[src/cdgc_pkg.sv]
package cdgc_pkg;

	// bus geometry
	localparam int ADDR_W   = 12;
	localparam int DATA_W   = 8;
	localparam int NUM_SOCK = 2;

	// register byte offsets; socket b sits one stride above socket a
	localparam logic [11:0] SOCK_STRIDE    = 12'h040;
	localparam logic [11:0] CSC_OFFSET     = 12'h804;
	localparam logic [11:0] CSC_CFG_OFFSET = 12'h805;
	localparam logic [11:0] CDGC_OFFSET    = 12'h816;
	localparam logic [11:0] GCTL_OFFSET    = 12'h81E;

	// card detect and general control field positions
	localparam int CDGC_SENSE2_BIT   = 7;
	localparam int CDGC_SENSE1_BIT   = 6;
	localparam int CDGC_SOFT_IRQ_BIT = 5;
	localparam int CDGC_WAKE_EN_BIT  = 4;
	localparam int CDGC_REG_RST_BIT  = 1;

	// neighbouring register fields used here
	localparam int CSC_DETECT_BIT     = 3;
	localparam int CFG_DETECT_EN_BIT  = 3;
	localparam int GCTL_CLR_MODE_BIT  = 2;

	// values after reset
	localparam logic       WAKE_EN_RST    = 1'b0;
	localparam logic       REG_RST_EN_RST = 1'b0;
	localparam logic       DETECT_EN_RST  = 1'b0;
	localparam logic       CLR_MODE_RST   = 1'b0;
	localparam logic [7:0] RD_DATA_RST    = 8'h00;

	// cycle counts
	localparam int SYNC_STAGES  = 2;
	localparam int SETTLE_CYCLES = 3;

endpackage

[src/cdgc_sync.sv]
`timescale 1ns/10ps

// two-flop level synchroniser for the card detect pins
module cdgc_sync #(
	parameter int WIDTH = 2
) (
	input  wire logic             clock,    // system clock
	input  wire logic             rstn,     // async reset, active low
	input  wire logic [WIDTH-1:0] level_in, // raw pin levels
	output logic      [WIDTH-1:0] level_out // synchronised levels
);

	logic [WIDTH-1:0] meta_ff;
	logic [WIDTH-1:0] hold_ff;
	logic [WIDTH-1:0] nxt_meta;
	logic [WIDTH-1:0] nxt_hold;

	// first stage feeds only the second stage
	always_comb begin
		nxt_meta = level_in;
		nxt_hold = meta_ff;
	end

	always_ff @(posedge clock or negedge rstn) begin
		if (!rstn) begin
			meta_ff <= '0;
			hold_ff <= '0;
		end else begin
			meta_ff <= nxt_meta;
			hold_ff <= nxt_hold;
		end
	end

	assign level_out = hold_ff;

endmodule

[src/cdgc_change.sv]
`timescale 1ns/10ps

// flags any change of a synchronised level against the previous sample
module cdgc_change #(
	parameter int WIDTH  = 2,
	parameter int SETTLE = cdgc_pkg::SETTLE_CYCLES
) (
	input  wire logic             clock,    // system clock
	input  wire logic             rstn,     // async reset, active low
	input  wire logic [WIDTH-1:0] level_in, // synchronised levels
	output logic                  changed   // one-cycle change pulse
);

	logic [WIDTH-1:0] prev_ff;
	logic [WIDTH-1:0] nxt_prev;
	logic [3:0]       settle_ff;
	logic [3:0]       nxt_settle;
	logic             armed;

	// hold off until the synchroniser carries real pin levels,
	// otherwise an empty socket at reset would look like a removal
	assign armed = (settle_ff == 4'(SETTLE));

	always_comb begin
		nxt_prev   = level_in;
		nxt_settle = armed ? settle_ff : settle_ff + 4'h1;
	end

	always_ff @(posedge clock or negedge rstn) begin
		if (!rstn) begin
			prev_ff   <= '0;
			settle_ff <= 4'h0;
		end else begin
			prev_ff   <= nxt_prev;
			settle_ff <= nxt_settle;
		end
	end

	assign changed = armed && (level_in != prev_ff);

endmodule

[src/cdgc_card_detect_ctrl.sv]
// Our own choice: the strobed register port.
`timescale 1ns/10ps

// Functional notes
// - bit 7 reads the present level of the second voltage-sense pin.
// - bit 6 reads the present level of the first voltage-sense pin.
// - with detect enable set, writing 1 to bit 5 sets the detect status flag.
// - with detect enable clear, writing 1 to bit 5 does nothing.
// - bit 5 is write-only, always reads 0 and stays cleared.
// - in write-clear mode, clearing status bit 3 also clears bit 5.
// - wake enable set and a detect change drive the ring wake output low.
// - ring wake stays low until the detect status flag is cleared.
// - with wake enable at 0 detect changes leave ring wake alone.
// - bits 3 and 2 read zero and ignore writes.
// - bit 0 reads zero and ignores writes.
// - bit 1 set resets socket registers on card removal; clear leaves them. The code also does this on any detect change, insertion too.
// - one copy per socket, at local offsets 16h and 56h.
// - flag clear mode 0 clears flags on read, 1 on write of 1.
module cdgc_card_detect_ctrl #(
	parameter int NUM_SOCK = cdgc_pkg::NUM_SOCK
) (
	input  wire logic                          clock,           // 200 MHz clock
	input  wire logic                          rstn,            // async reset, active low
	input  wire logic [cdgc_pkg::ADDR_W-1:0]   addr,            // register address
	input  wire logic [cdgc_pkg::DATA_W-1:0]   wr_data,         // write data
	input  wire logic                          wr_strobe,       // one-cycle write
	input  wire logic                          rd_strobe,       // one-cycle read
	input  wire logic [2*NUM_SOCK-1:0]         detect_pins,     // two detect pins per socket
	input  wire logic [NUM_SOCK-1:0]           sense1_in,       // first voltage-sense pin
	input  wire logic [NUM_SOCK-1:0]           sense2_in,       // second voltage-sense pin
	output logic      [cdgc_pkg::DATA_W-1:0]   rd_data,         // read data, cycle after strobe
	output logic      [NUM_SOCK-1:0]           detect_irq,      // detect change interrupt level
	output logic      [NUM_SOCK-1:0]           regs_reset,      // socket register reset pulse
	output logic                               ring_wake_out_n  // ring wake, active low
);

	// address match for a per-socket register; socket s answers at the
	// base offset plus s strides and every other address misses, so an
	// access between the two images changes nothing
	function automatic logic sock_hit(input logic [11:0] a,
	                                  input logic [11:0] off,
	                                  input int          s);
		logic [11:0] base;
		base = off + cdgc_pkg::SOCK_STRIDE * 12'(s);
		return a == base;
	endfunction

	// global control answers at both socket images
	// one store only; the second image is an alias of the first
	function automatic logic gctl_hit(input logic [11:0] a);
		return (a == cdgc_pkg::GCTL_OFFSET) ||
		       (a == cdgc_pkg::GCTL_OFFSET + cdgc_pkg::SOCK_STRIDE);
	endfunction

	// state shared by both sockets
	logic                         clr_mode_ff;
	logic                         nxt_clr_mode;
	logic [cdgc_pkg::DATA_W-1:0]  rd_data_ff;
	logic [cdgc_pkg::DATA_W-1:0]  nxt_rd_data;
	logic                         ring_n_ff;
	logic                         nxt_ring_n;

	// per-socket state gathered for the read path, the wake pin and the outputs
	logic [NUM_SOCK-1:0] csc_flag_vec;
	logic [NUM_SOCK-1:0] detect_en_vec;
	logic [NUM_SOCK-1:0] wake_en_vec;
	logic [NUM_SOCK-1:0] reg_rst_vec;
	logic [NUM_SOCK-1:0] sense1_vec;
	logic [NUM_SOCK-1:0] sense2_vec;
	logic [NUM_SOCK-1:0] nxt_wake_vec;
	logic [NUM_SOCK-1:0] irq_vec;
	logic [NUM_SOCK-1:0] rst_pulse_vec;

	// global flag clear mode; at 0 a status read clears the flags, at 1
	// only an explicit write of 1 does, so software must keep to one
	// discipline while flags are pending
	always_comb begin
		nxt_clr_mode = clr_mode_ff;
		if (wr_strobe && gctl_hit(addr)) begin
			nxt_clr_mode = wr_data[cdgc_pkg::GCTL_CLR_MODE_BIT];
		end
	end

	// clear mode register, common to both sockets
	always_ff @(posedge clock or negedge rstn) begin
		if (!rstn) begin
			clr_mode_ff <= cdgc_pkg::CLR_MODE_RST;
		end else begin
			clr_mode_ff <= nxt_clr_mode;
		end
	end

	// per-socket slice: each socket owns its detect synchroniser, change
	// detector, status flag, enables, wake latch and sense capture;
	// only the read mux, the clear mode and the wake pin are common,
	// so another socket costs one more copy of this block; the shared
	// logic needs no change except gctl_hit, which decodes only two images
	genvar s;
	generate
		for (s = 0; s < NUM_SOCK; s++) begin : g_sock
			// detect path
			logic [1:0] detect_sync;
			logic       detect_chg;

			// decoded accesses
			logic       wr_cdgc;
			logic       wr_cfg;
			logic       wr_csc;
			logic       rd_csc;

			// flag set and clear terms
			logic       soft_set;
			logic       flag_clr;
			logic       removal;

			// registered state and next values
			logic       csc_flag_ff;
			logic       nxt_csc_flag;
			logic       detect_en_ff;
			logic       nxt_detect_en;
			logic       wake_en_ff;
			logic       nxt_wake_en;
			logic       reg_rst_ff;
			logic       nxt_reg_rst;
			logic       wake_ff;
			logic       nxt_wake;
			logic       irq_ff;
			logic       nxt_irq;
			logic       rst_pulse_ff;
			logic       nxt_rst_pulse;
			// sense pin capture
			logic [1:0] sense_ff;
			logic [1:0] nxt_sense;

			// detect pins are asynchronous to the bus clock; two flops keep
			// metastability out of the change detector
			cdgc_sync #(
				.WIDTH     (2)
			) u_sync (
				.clock     (clock),
				.rstn      (rstn),
				.level_in  (detect_pins[2*s +: 2]),
				.level_out (detect_sync)
			);

			// change pulse, held off for a few cycles after reset
			cdgc_change #(
				.WIDTH     (2),
				.SETTLE    (cdgc_pkg::SETTLE_CYCLES)
			) u_change (
				.clock     (clock),
				.rstn      (rstn),
				.level_in  (detect_sync),
				.changed   (detect_chg)
			);

			// decode of this socket's registers
			// exact match only, no alias inside the socket's window
			always_comb begin
				wr_cdgc = wr_strobe && sock_hit(addr, cdgc_pkg::CDGC_OFFSET, s);
				wr_cfg  = wr_strobe && sock_hit(addr, cdgc_pkg::CSC_CFG_OFFSET, s);
				wr_csc  = wr_strobe && sock_hit(addr, cdgc_pkg::CSC_OFFSET, s);
				rd_csc  = rd_strobe && sock_hit(addr, cdgc_pkg::CSC_OFFSET, s);
			end

			// status flag: detect change or software request sets it
			// the software request is a strobe, not a stored bit, so it
			// has nothing to clear and always reads back as zero
			always_comb begin
				soft_set = wr_cdgc && wr_data[cdgc_pkg::CDGC_SOFT_IRQ_BIT]
				           && detect_en_ff;
				// clear source follows the global mode
				if (clr_mode_ff) begin
					flag_clr = wr_csc && wr_data[cdgc_pkg::CSC_DETECT_BIT];
				end else begin
					flag_clr = rd_csc;
				end
				// a set in the clearing cycle wins so no change is lost
				nxt_csc_flag = detect_chg || soft_set || (csc_flag_ff && !flag_clr);
			end

			// control bits; removal wipes the socket enables
			// the removal enable itself and the status flag survive, so
			// software still sees why the enables went away
			always_comb begin
				removal       = detect_chg && reg_rst_ff;
				nxt_detect_en = detect_en_ff;
				nxt_wake_en   = wake_en_ff;
				nxt_reg_rst   = reg_rst_ff;
				// plain register writes
				if (wr_cfg) begin
					nxt_detect_en = wr_data[cdgc_pkg::CFG_DETECT_EN_BIT];
				end
				if (wr_cdgc) begin
					nxt_wake_en = wr_data[cdgc_pkg::CDGC_WAKE_EN_BIT];
					nxt_reg_rst = wr_data[cdgc_pkg::CDGC_REG_RST_BIT];
				end
				// removal beats a write in the same cycle
				if (removal) begin
					nxt_detect_en = cdgc_pkg::DETECT_EN_RST;
					nxt_wake_en   = cdgc_pkg::WAKE_EN_RST;
				end
				// one pulse per removal event
				nxt_rst_pulse = removal;
			end

			// wake latch holds while the status flag stays set
			// only a real detect change sets it, never the software request,
			// and it falls with the flag so the pin cannot stick low
			always_comb begin
				nxt_wake  = (wake_en_ff && detect_chg) || (wake_ff && nxt_csc_flag);
				nxt_irq   = nxt_csc_flag && nxt_detect_en;
				nxt_sense = {sense2_in[s], sense1_in[s]};
			end

			// register stage for the socket state
			always_ff @(posedge clock or negedge rstn) begin
				if (!rstn) begin
					csc_flag_ff  <= 1'b0;
					detect_en_ff <= cdgc_pkg::DETECT_EN_RST;
					wake_en_ff   <= cdgc_pkg::WAKE_EN_RST;
					reg_rst_ff   <= cdgc_pkg::REG_RST_EN_RST;
					wake_ff      <= 1'b0;
					irq_ff       <= 1'b0;
					rst_pulse_ff <= 1'b0;
					sense_ff     <= 2'h0;
				end else begin
					csc_flag_ff  <= nxt_csc_flag;
					detect_en_ff <= nxt_detect_en;
					wake_en_ff   <= nxt_wake_en;
					reg_rst_ff   <= nxt_reg_rst;
					wake_ff      <= nxt_wake;
					irq_ff       <= nxt_irq;
					rst_pulse_ff <= nxt_rst_pulse;
					sense_ff     <= nxt_sense;
				end
			end

			// export the socket state to the shared logic
			assign csc_flag_vec[s]  = csc_flag_ff;
			assign detect_en_vec[s] = detect_en_ff;
			assign wake_en_vec[s]   = wake_en_ff;
			assign reg_rst_vec[s]   = reg_rst_ff;
			assign sense1_vec[s]    = sense_ff[0];
			assign sense2_vec[s]    = sense_ff[1];
			assign nxt_wake_vec[s]  = nxt_wake;
			assign irq_vec[s]       = irq_ff;
			assign rst_pulse_vec[s] = rst_pulse_ff;
		end
	endgenerate

	// read mux; unlisted bits and unmapped addresses read zero
	// the data register drops back to zero the cycle after a read, so a
	// stale byte never stands on the bus
	always_comb begin
		nxt_rd_data = cdgc_pkg::RD_DATA_RST;
		if (rd_strobe) begin
			for (int i = 0; i < NUM_SOCK; i++) begin
				// sockets never share an address, so one branch fires at most
				if (sock_hit(addr, cdgc_pkg::CDGC_OFFSET, i)) begin
					nxt_rd_data[cdgc_pkg::CDGC_SENSE2_BIT]  = sense2_vec[i];
					nxt_rd_data[cdgc_pkg::CDGC_SENSE1_BIT]  = sense1_vec[i];
					// soft request bit and reserved bits stay zero
					nxt_rd_data[cdgc_pkg::CDGC_SOFT_IRQ_BIT] = 1'b0;
					nxt_rd_data[cdgc_pkg::CDGC_WAKE_EN_BIT] = wake_en_vec[i];
					nxt_rd_data[cdgc_pkg::CDGC_REG_RST_BIT] = reg_rst_vec[i];
				end
				if (sock_hit(addr, cdgc_pkg::CSC_OFFSET, i)) begin
					nxt_rd_data[cdgc_pkg::CSC_DETECT_BIT] = csc_flag_vec[i];
				end
				if (sock_hit(addr, cdgc_pkg::CSC_CFG_OFFSET, i)) begin
					nxt_rd_data[cdgc_pkg::CFG_DETECT_EN_BIT] = detect_en_vec[i];
				end
			end
			if (gctl_hit(addr)) begin
				nxt_rd_data[cdgc_pkg::GCTL_CLR_MODE_BIT] = clr_mode_ff;
			end
		end
	end

	// one shared wake pin; registered from next state so it tracks the latches
	// either socket can hold it low; software finds which from the flags
	always_comb begin
		nxt_ring_n = ~|nxt_wake_vec;
	end

	// registered outputs shared by both sockets
	always_ff @(posedge clock or negedge rstn) begin
		if (!rstn) begin
			rd_data_ff <= cdgc_pkg::RD_DATA_RST;
			ring_n_ff  <= 1'b1;
		end else begin
			rd_data_ff <= nxt_rd_data;
			ring_n_ff  <= nxt_ring_n;
		end
	end

	// every output comes straight from a flip-flop
	assign rd_data         = rd_data_ff;
	assign ring_wake_out_n = ring_n_ff;
	assign detect_irq      = irq_vec;
	assign regs_reset      = rst_pulse_vec;

endmodule

[config.mk]
export PLATFORM = sky130hd
export DESIGN_NAME = cdgc_card_detect_ctrl
export DESIGN_NICKNAME = d
export VERILOG_FILES = /design/src/cdgc_pkg.sv /design/src/cdgc_sync.sv /design/src/cdgc_change.sv /design/src/cdgc_card_detect_ctrl.sv
export SDC_FILE = /design/constraint.sdc
export NUM_CORES = 1
export LEC_CHECK = 0
export ABC_AREA = 1
export BUFFER_PORTS_ARGS = -buffer_cell sky130_fd_sc_hd__buf_2
export CAP_MARGIN = 0
export CORE_MARGIN = 2
export CORE_UTILIZATION = 30
export CTS_BUF_LIST = sky130_fd_sc_hd__clkbuf_16
export CTS_CLUSTER_SIZE = 30
export DETAILED_ROUTE_END_ITERATION = 7
export SLEW_MARGIN = 20
export SYNTH_ARGS = -nofsm -noshare
export SYNTH_HDL_FRONTEND = slang
export SYNTH_SLANG_ARGS = --single-unit
export TNS_END_PERCENT = 1
[constraint.sdc]
create_clock -name clock -period 2.4 [get_ports clock]
set_clock_uncertainty 0.05 [all_clocks]
set_input_delay 0.24 -clock clock [delete_from_list [all_inputs] [get_ports clock]]
set_output_delay 0.24 -clock clock [all_outputs]
set_load 0.02 [all_outputs]
**Word level (Yosys, flattened, before mapping)**

Cells that the tools add are included.

- Mux-type cells: 20
- Equality and inequality tests: 12
- $add $sub $neg: 2
- Reduce and logical (&&, ||, !) cells: 40

Operators by type and width:

| cell | count |
|---|---|
| $eq A12 B12 Y1 const B | 8 |
| $logic_and A1 B1 Y1 | 27 |
| $mux W1 | 17 |
| $add A4 B1 Y4 const B | 2 |
| $eq A4 B2 Y1 const B | 2 |
| $mux W4 | 2 |
| $logic_or A1 B1 Y1 | 7 |
| $mux W7 | 1 |
| $ne A2 B2 Y1 | 2 |
| $reduce_bool A2 Y1 | 2 |
| $logic_not A1 Y1 | 3 |
| $reduce_or A2 Y1 | 1 |

- Word-level logic and storage cells: 101
- Output and inout port bits: 13
- Input bits: 32
- Flip-flop bits (word level): 47

**Depth between registers and ports, before layout**

- Depth after elaboration: 11
- Gate-level depth with buffers: 10
- Mapped depth without buffers: 10

**By module**

From an unflattened synthesis, not the netlist that was laid out.

- Cells, all modules: 231
- Area, all modules: 2078.2 um^2

By module, submodules not included:

| module | area an instance (um^2) | cells an instance | times used | seq. area each (um^2) |
|---|---|---|---|---|
| cdgc_card_detect_ctrl | 1297.5 | 151 | 1 | 651.9 |
| cdgc_change | 290.3 | 36 | 2 | 150.1 |
| cdgc_sync | 100.1 | 4 | 2 | 100.1 |

**Worst setup path after synthesis**

No wires, ideal clock.

- Path kind: register to register
- Start point: reg g_sock[1].u_change.settle_ff[0]
- End point: reg g_sock[1].irq_ff
- Required time: 2.231 ns
- Stages on the path, launching flop included: 10
- Path slack: 1.017 ns
- Period minus slack after synthesis: 1.383 ns
- Buffers on the path: 0
- Setup time: 0.119 ns
- Data arrival time: 1.214 ns
- Cell sequence: dfrtp_1 > ha_1 > nand2_1 > nor2_2 > nand2_1 > inv_1 > nand2_1 > nand2_1 > nor2_2 > and2_1

- Word-level cells in the longest chain between the ends: 5
- Elaborated cells on any way between the ends: 7
- Those cells by class: 1 x eq/ne; 1 x mux; 5 x reduce/logical

RTL lines:

| item | line | text |
|---|---|---|
| from (decl) | cdgc_change.sv:16 | `logic [3:0] settle_ff;` |
| from (signal assigned) | cdgc_change.sv:35 | `settle_ff <= nxt_settle;` |
| $eq A4 B2 Y1 | cdgc_change.sv:22 | `assign armed = (settle_ff == 4'(SETTLE));` |
| $logic_and A1 B1 Y1 | cdgc_change.sv:39 | `assign changed = armed && (level_in != prev_ff);` |
| $logic_and A1 B1 Y1 | cdgc_card_detect_ctrl.sv:186 | `removal = detect_chg && reg_rst_ff;` |
| $mux W1 | cdgc_card_detect_ctrl.sv:199 | `if (removal) begin` |
| named net g_sock[1].nxt_detect_en | cdgc_card_detect_ctrl.sv:120 | `logic nxt_detect_en;` |
| $logic_and A1 B1 Y1 | cdgc_card_detect_ctrl.sv:212 | `nxt_irq = nxt_csc_flag && nxt_detect_en;` |
| named net g_sock[1].nxt_irq | cdgc_card_detect_ctrl.sv:128 | `logic nxt_irq;` |
| to (signal assigned) | cdgc_card_detect_ctrl.sv:233 | `irq_ff <= nxt_irq;` |
| to (decl) | cdgc_card_detect_ctrl.sv:127 | `logic irq_ff;` |

The timed path passes the listed nets, and every way through them passes these cells.
A chain may end at the register's enable or synchronous reset.

**Final worst setup path**

- Start point: reg g_sock[0].u_change.settle_ff[0]
- End point: reg g_sock[0].irq_ff

- Word-level cells in the longest chain between the ends: 5
- Elaborated cells on any way between the ends: 7
- Those cells by class: 1 x eq/ne; 1 x mux; 5 x reduce/logical

RTL lines:

| item | line |
|---|---|
| from (decl) | cdgc_change.sv:16 |
| from (signal assigned) | cdgc_change.sv:35 |
| $eq A4 B2 Y1 * | cdgc_change.sv:22 |
| $logic_and A1 B1 Y1 * | cdgc_change.sv:39 |
| $logic_and A1 B1 Y1 or $logic_or A1 B1 Y1 (tied branches) | cdgc_card_detect_ctrl.sv:186, cdgc_card_detect_ctrl.sv:179 |
| $mux W1 or $logic_or A1 B1 Y1 (tied branches) | cdgc_card_detect_ctrl.sv:199, cdgc_card_detect_ctrl.sv:179 |
| $logic_and A1 B1 Y1 * | cdgc_card_detect_ctrl.sv:212 |
| named net g_sock[0].nxt_irq | cdgc_card_detect_ctrl.sv:128 |
| to (signal assigned) | cdgc_card_detect_ctrl.sv:233 |
| to (decl) | cdgc_card_detect_ctrl.sv:127 |

The timed path passes the listed nets; every way through them passes the cells marked *.

==> flow_summary.toml <==
[placement]
placed_area_um2 = 2375
gp_congestion = 0.7209
dp_slack_ns = 0.8230
numPortBuffers = 39
dp_hpwl_um = 2836

[pwr]
p_seq_share_pct = 51.8
p_int_mw = 1.206
vdd_ir_drop_max_mv = 0.2582
p_leak_nw = 1.288
power_frac_comb_pct = 6.6
swShare_pct = 21.66
power_frac_clock_pct = 41.6
power.total_mw = 1.539
p_switching_mw = 0.3333
cellPowerDensity_nw_per_um2 = 604.7

[critical_path]
crit_family = "simple AND/OR/NAND/NOR gates"
cp-start-kind = "register"
reg2regPathDepth = 8
crit_top_cell = "nand2_1"
cp.required_ns = 2.52
max_stage_delay_ns = 0.39
path_buf_inv = 1
crit_path_cell_trace = "ha_1 -> nand2_1 -> nor2_1 -> nand2_1 -> inv_1 -> nand2_1 -> nand3_1 -> a31oi_1"
ff2ff_setup_slack_ns = 0.80
end_kind = "register"
path_max_fanout = 4
cp.depth = 8
slowest_stage = "dfrtp_1"
crit_type = "register to register"
crit_arrival_ns = 1.71

[yosys]
yosysUniqueCellTypes = 30
synth_top_area_share_pct = 53.64
synthFlopType = "dfrtp_1"
synth-seq-cells = 46
synth_compound_area_share_pct = 5.244
synth-adder-area-share_pct = 1.192
synthSimpleGateAreaFrac_pct = 26.16
yosysSeqAreaShare_pct = 54.89
muxShareOfSynthArea_pct = 0
synth_top_family_by_area = "simple AND/OR/NAND/NOR gates"
synthCells = 207
synth_area_leaders = "dfrtp_1 54%, nand2_1 6.1%, inv_1 5.2%"
synthArstFlopShare_pct = 100.0
post-synth-top-count-cell = "dfrtp_1"
syn-mean-instance-area_um2 = 10.14
synth_area_leader_cell = "dfrtp_1"
yosysWarnings = 0
synth.cell_area_um2 = 2100
synth_edf_count = 0
synth-xor-area-share_pct = 3.337
synth_common_cells = "45 x dfrtp_1, 34 x nand2_1, 29 x inv_1, 15 x nand3_1, 8 x xnor2_1"

[detailed_routing]
vias_per_cell = 4.069
wl_per_cell_um = 10.03
drc = 0
route.antenna.remaining_nets = 0
first_pass_iters = 3
drt_iter0_markers = 74
wl_um = 3500
num_vias = 1420

[die]
die_h_um = 87.66
die_x_um = 87.66
fp-row-count = 30
start_util_pct = 30.90
pin_count = 45
dieArea_um2 = 7683
fp.coreArea_um2 = 6794

[cells_and_area]
nNetsFinal = 286
final_util_pct = 37.46
n_fill_cell = 700
syn2layout_area_growth_pct = 21.22
drive_above_1_share_pct = 35.97
insertedDiodeCount = 0
final_area_um2 = 2545

[sta]
drv_slew = 0
setup_tns_ns = 0
final-setup-viol-count = 0
fmax_mhz = 626.1
final_hold_viol_count = 0
finalCritPeriodShare_pct = 66.54
fin_ws_ns = 0.8029
min_period_ns = 1.597
rsz0062_at_grt = "no"

[global_routing]
grt_pass1_vias = 1358
grt_pass1_wl_um = 6023
overflow = 0
grt_max_degree = 22
grt_antenna_before_repair = 0
track_usage_pct = 10.38

[run_status]
outcome = "finished clean"

[clocking]
cts_tree = "done"
clkLatencyLatePin_ns = 0.28
path_clk_slew_ns = 0.06
post-cts-setup-buffers = 0
h-tree-depth = 2
clk_path_buf_depth = 2
cts.sinks = 46
cts_buffers = 5
root_buffer = "clkbuf_16"

[hold_path]
hold_depth = 1
min_path_type = "input port to register"

[run]
maxCapViolations = 0
## final timing paths
path,startpoint,end
hold reg to reg,g_sock[1].u_sync.meta_ff[1],g_sock[1].u_sync.level_out[1]
setup reg to reg,g_sock[0].u_change.settle_ff[0],g_sock[0].irq_ff
min in group asynchronous,rstn,g_sock[1].sense_ff[0]
hold / removal,detect_pins[2],g_sock[1].u_sync.meta_ff[0]
max in group asynchronous,rstn,ring_wake_out_n
setup / recovery,g_sock[0].u_change.settle_ff[0],g_sock[0].irq_ff
## state kept, by name, indices dropped and copies added (netlist names)
signal                     flops
g_sock.u_change.prev_ff        4
g_sock.wake_en_ff              2
ring_wake_out_n                1
g_sock.u_sync.meta_ff          4
g_sock.detect_en_ff            2
g_sock.reg_rst_ff              2
g_sock.csc_flag_ff             2
g_sock.u_change.settle_ff      8
g_sock.sense_ff                4
clr_mode_ff                    1
rd_data                        6
g_sock.irq_ff                  2
g_sock.rst_pulse_ff            2
g_sock.u_sync.level_out        4
g_sock.wake_ff                 2
## power groups by stage
stage / Sequential (mW) / Combinational, mW / Clock (mW)
2_1_floorplan: 0.810 / 0.0493 / 0
3_3_place_gp: 0.811 / 0.0989 / 0
3_5_place_dp: 0.811 / 0.100 / 0
4_1_cts: 0.797 / 0.104 / 0.669
5_1_grt: 0.797 / 0.115 / 0.709
6_report: 0.797 / 0.102 / 0.640
## logic make-up after synthesis
logic type | Yosys count
buf+inv | 41
compound gates | 18
fa+ha+maj | 2
flops | 46
xor+xnor | 8
other cells | 1
simple gates | 91
## per-layer routing
metal	vias to the layer above	track usage, %	share of wire [%]
li1	728	-	-
met1	661	13.35	45
met2	24	16.12	48
met3	7	3.770	4.8
met4	0	3.776	1.6
met5	-	0	0
## per-stage QoR
| step | cells | hold WS, ns |
|---|---|---|
| floorplan | 208 | -0.1056 |
| global placement | 338 | 0.1603 |
| detailed placement | 338 | 0.1681 |
| CTS | 349 | 0.0006880 |
| global route | 349 | 0.002036 |
| finish | 349 | 0.01388 |
## timing repair
action                                  4_1_cts  5_1_grt
hold buffers                                  3        0
resized for setup                             0        0
hold endpoints to repair                     21        0
endpoints found under the setup margin        0        0
## layout make-up
cell class              count  area [um^2]  area share (%)
clock inverters             3        15.01          0.5900
inverters                  34        130.1           5.113
clock buffers               5        125.1           4.916
well taps                  96        120.1           4.720
flip-flops and latches     46         1152           45.28
multi-input cells         121        762.0           29.94
repair buffers             44        240.2           9.440
## layout by cell type (no fill, tap or decap), types with 3 or more instances in the layout
cell type / n
dfrtp_1: 45
buf_2: 39
nand2_1: 34
inv_1: 31
nand3_1: 15
xnor2_1: 8
nor2_2: 7
nand2_2: 7
nand3_2: 6
nor2_4: 5
a21oi_1: 5
o21ai_0: 5
nor2_1: 5
clkbuf_16: 5
nand2_4: 4
inv_2: 3
o21ai_2: 3
dlygate4sd3_1: 3
(Power assumes the default switching activity.)
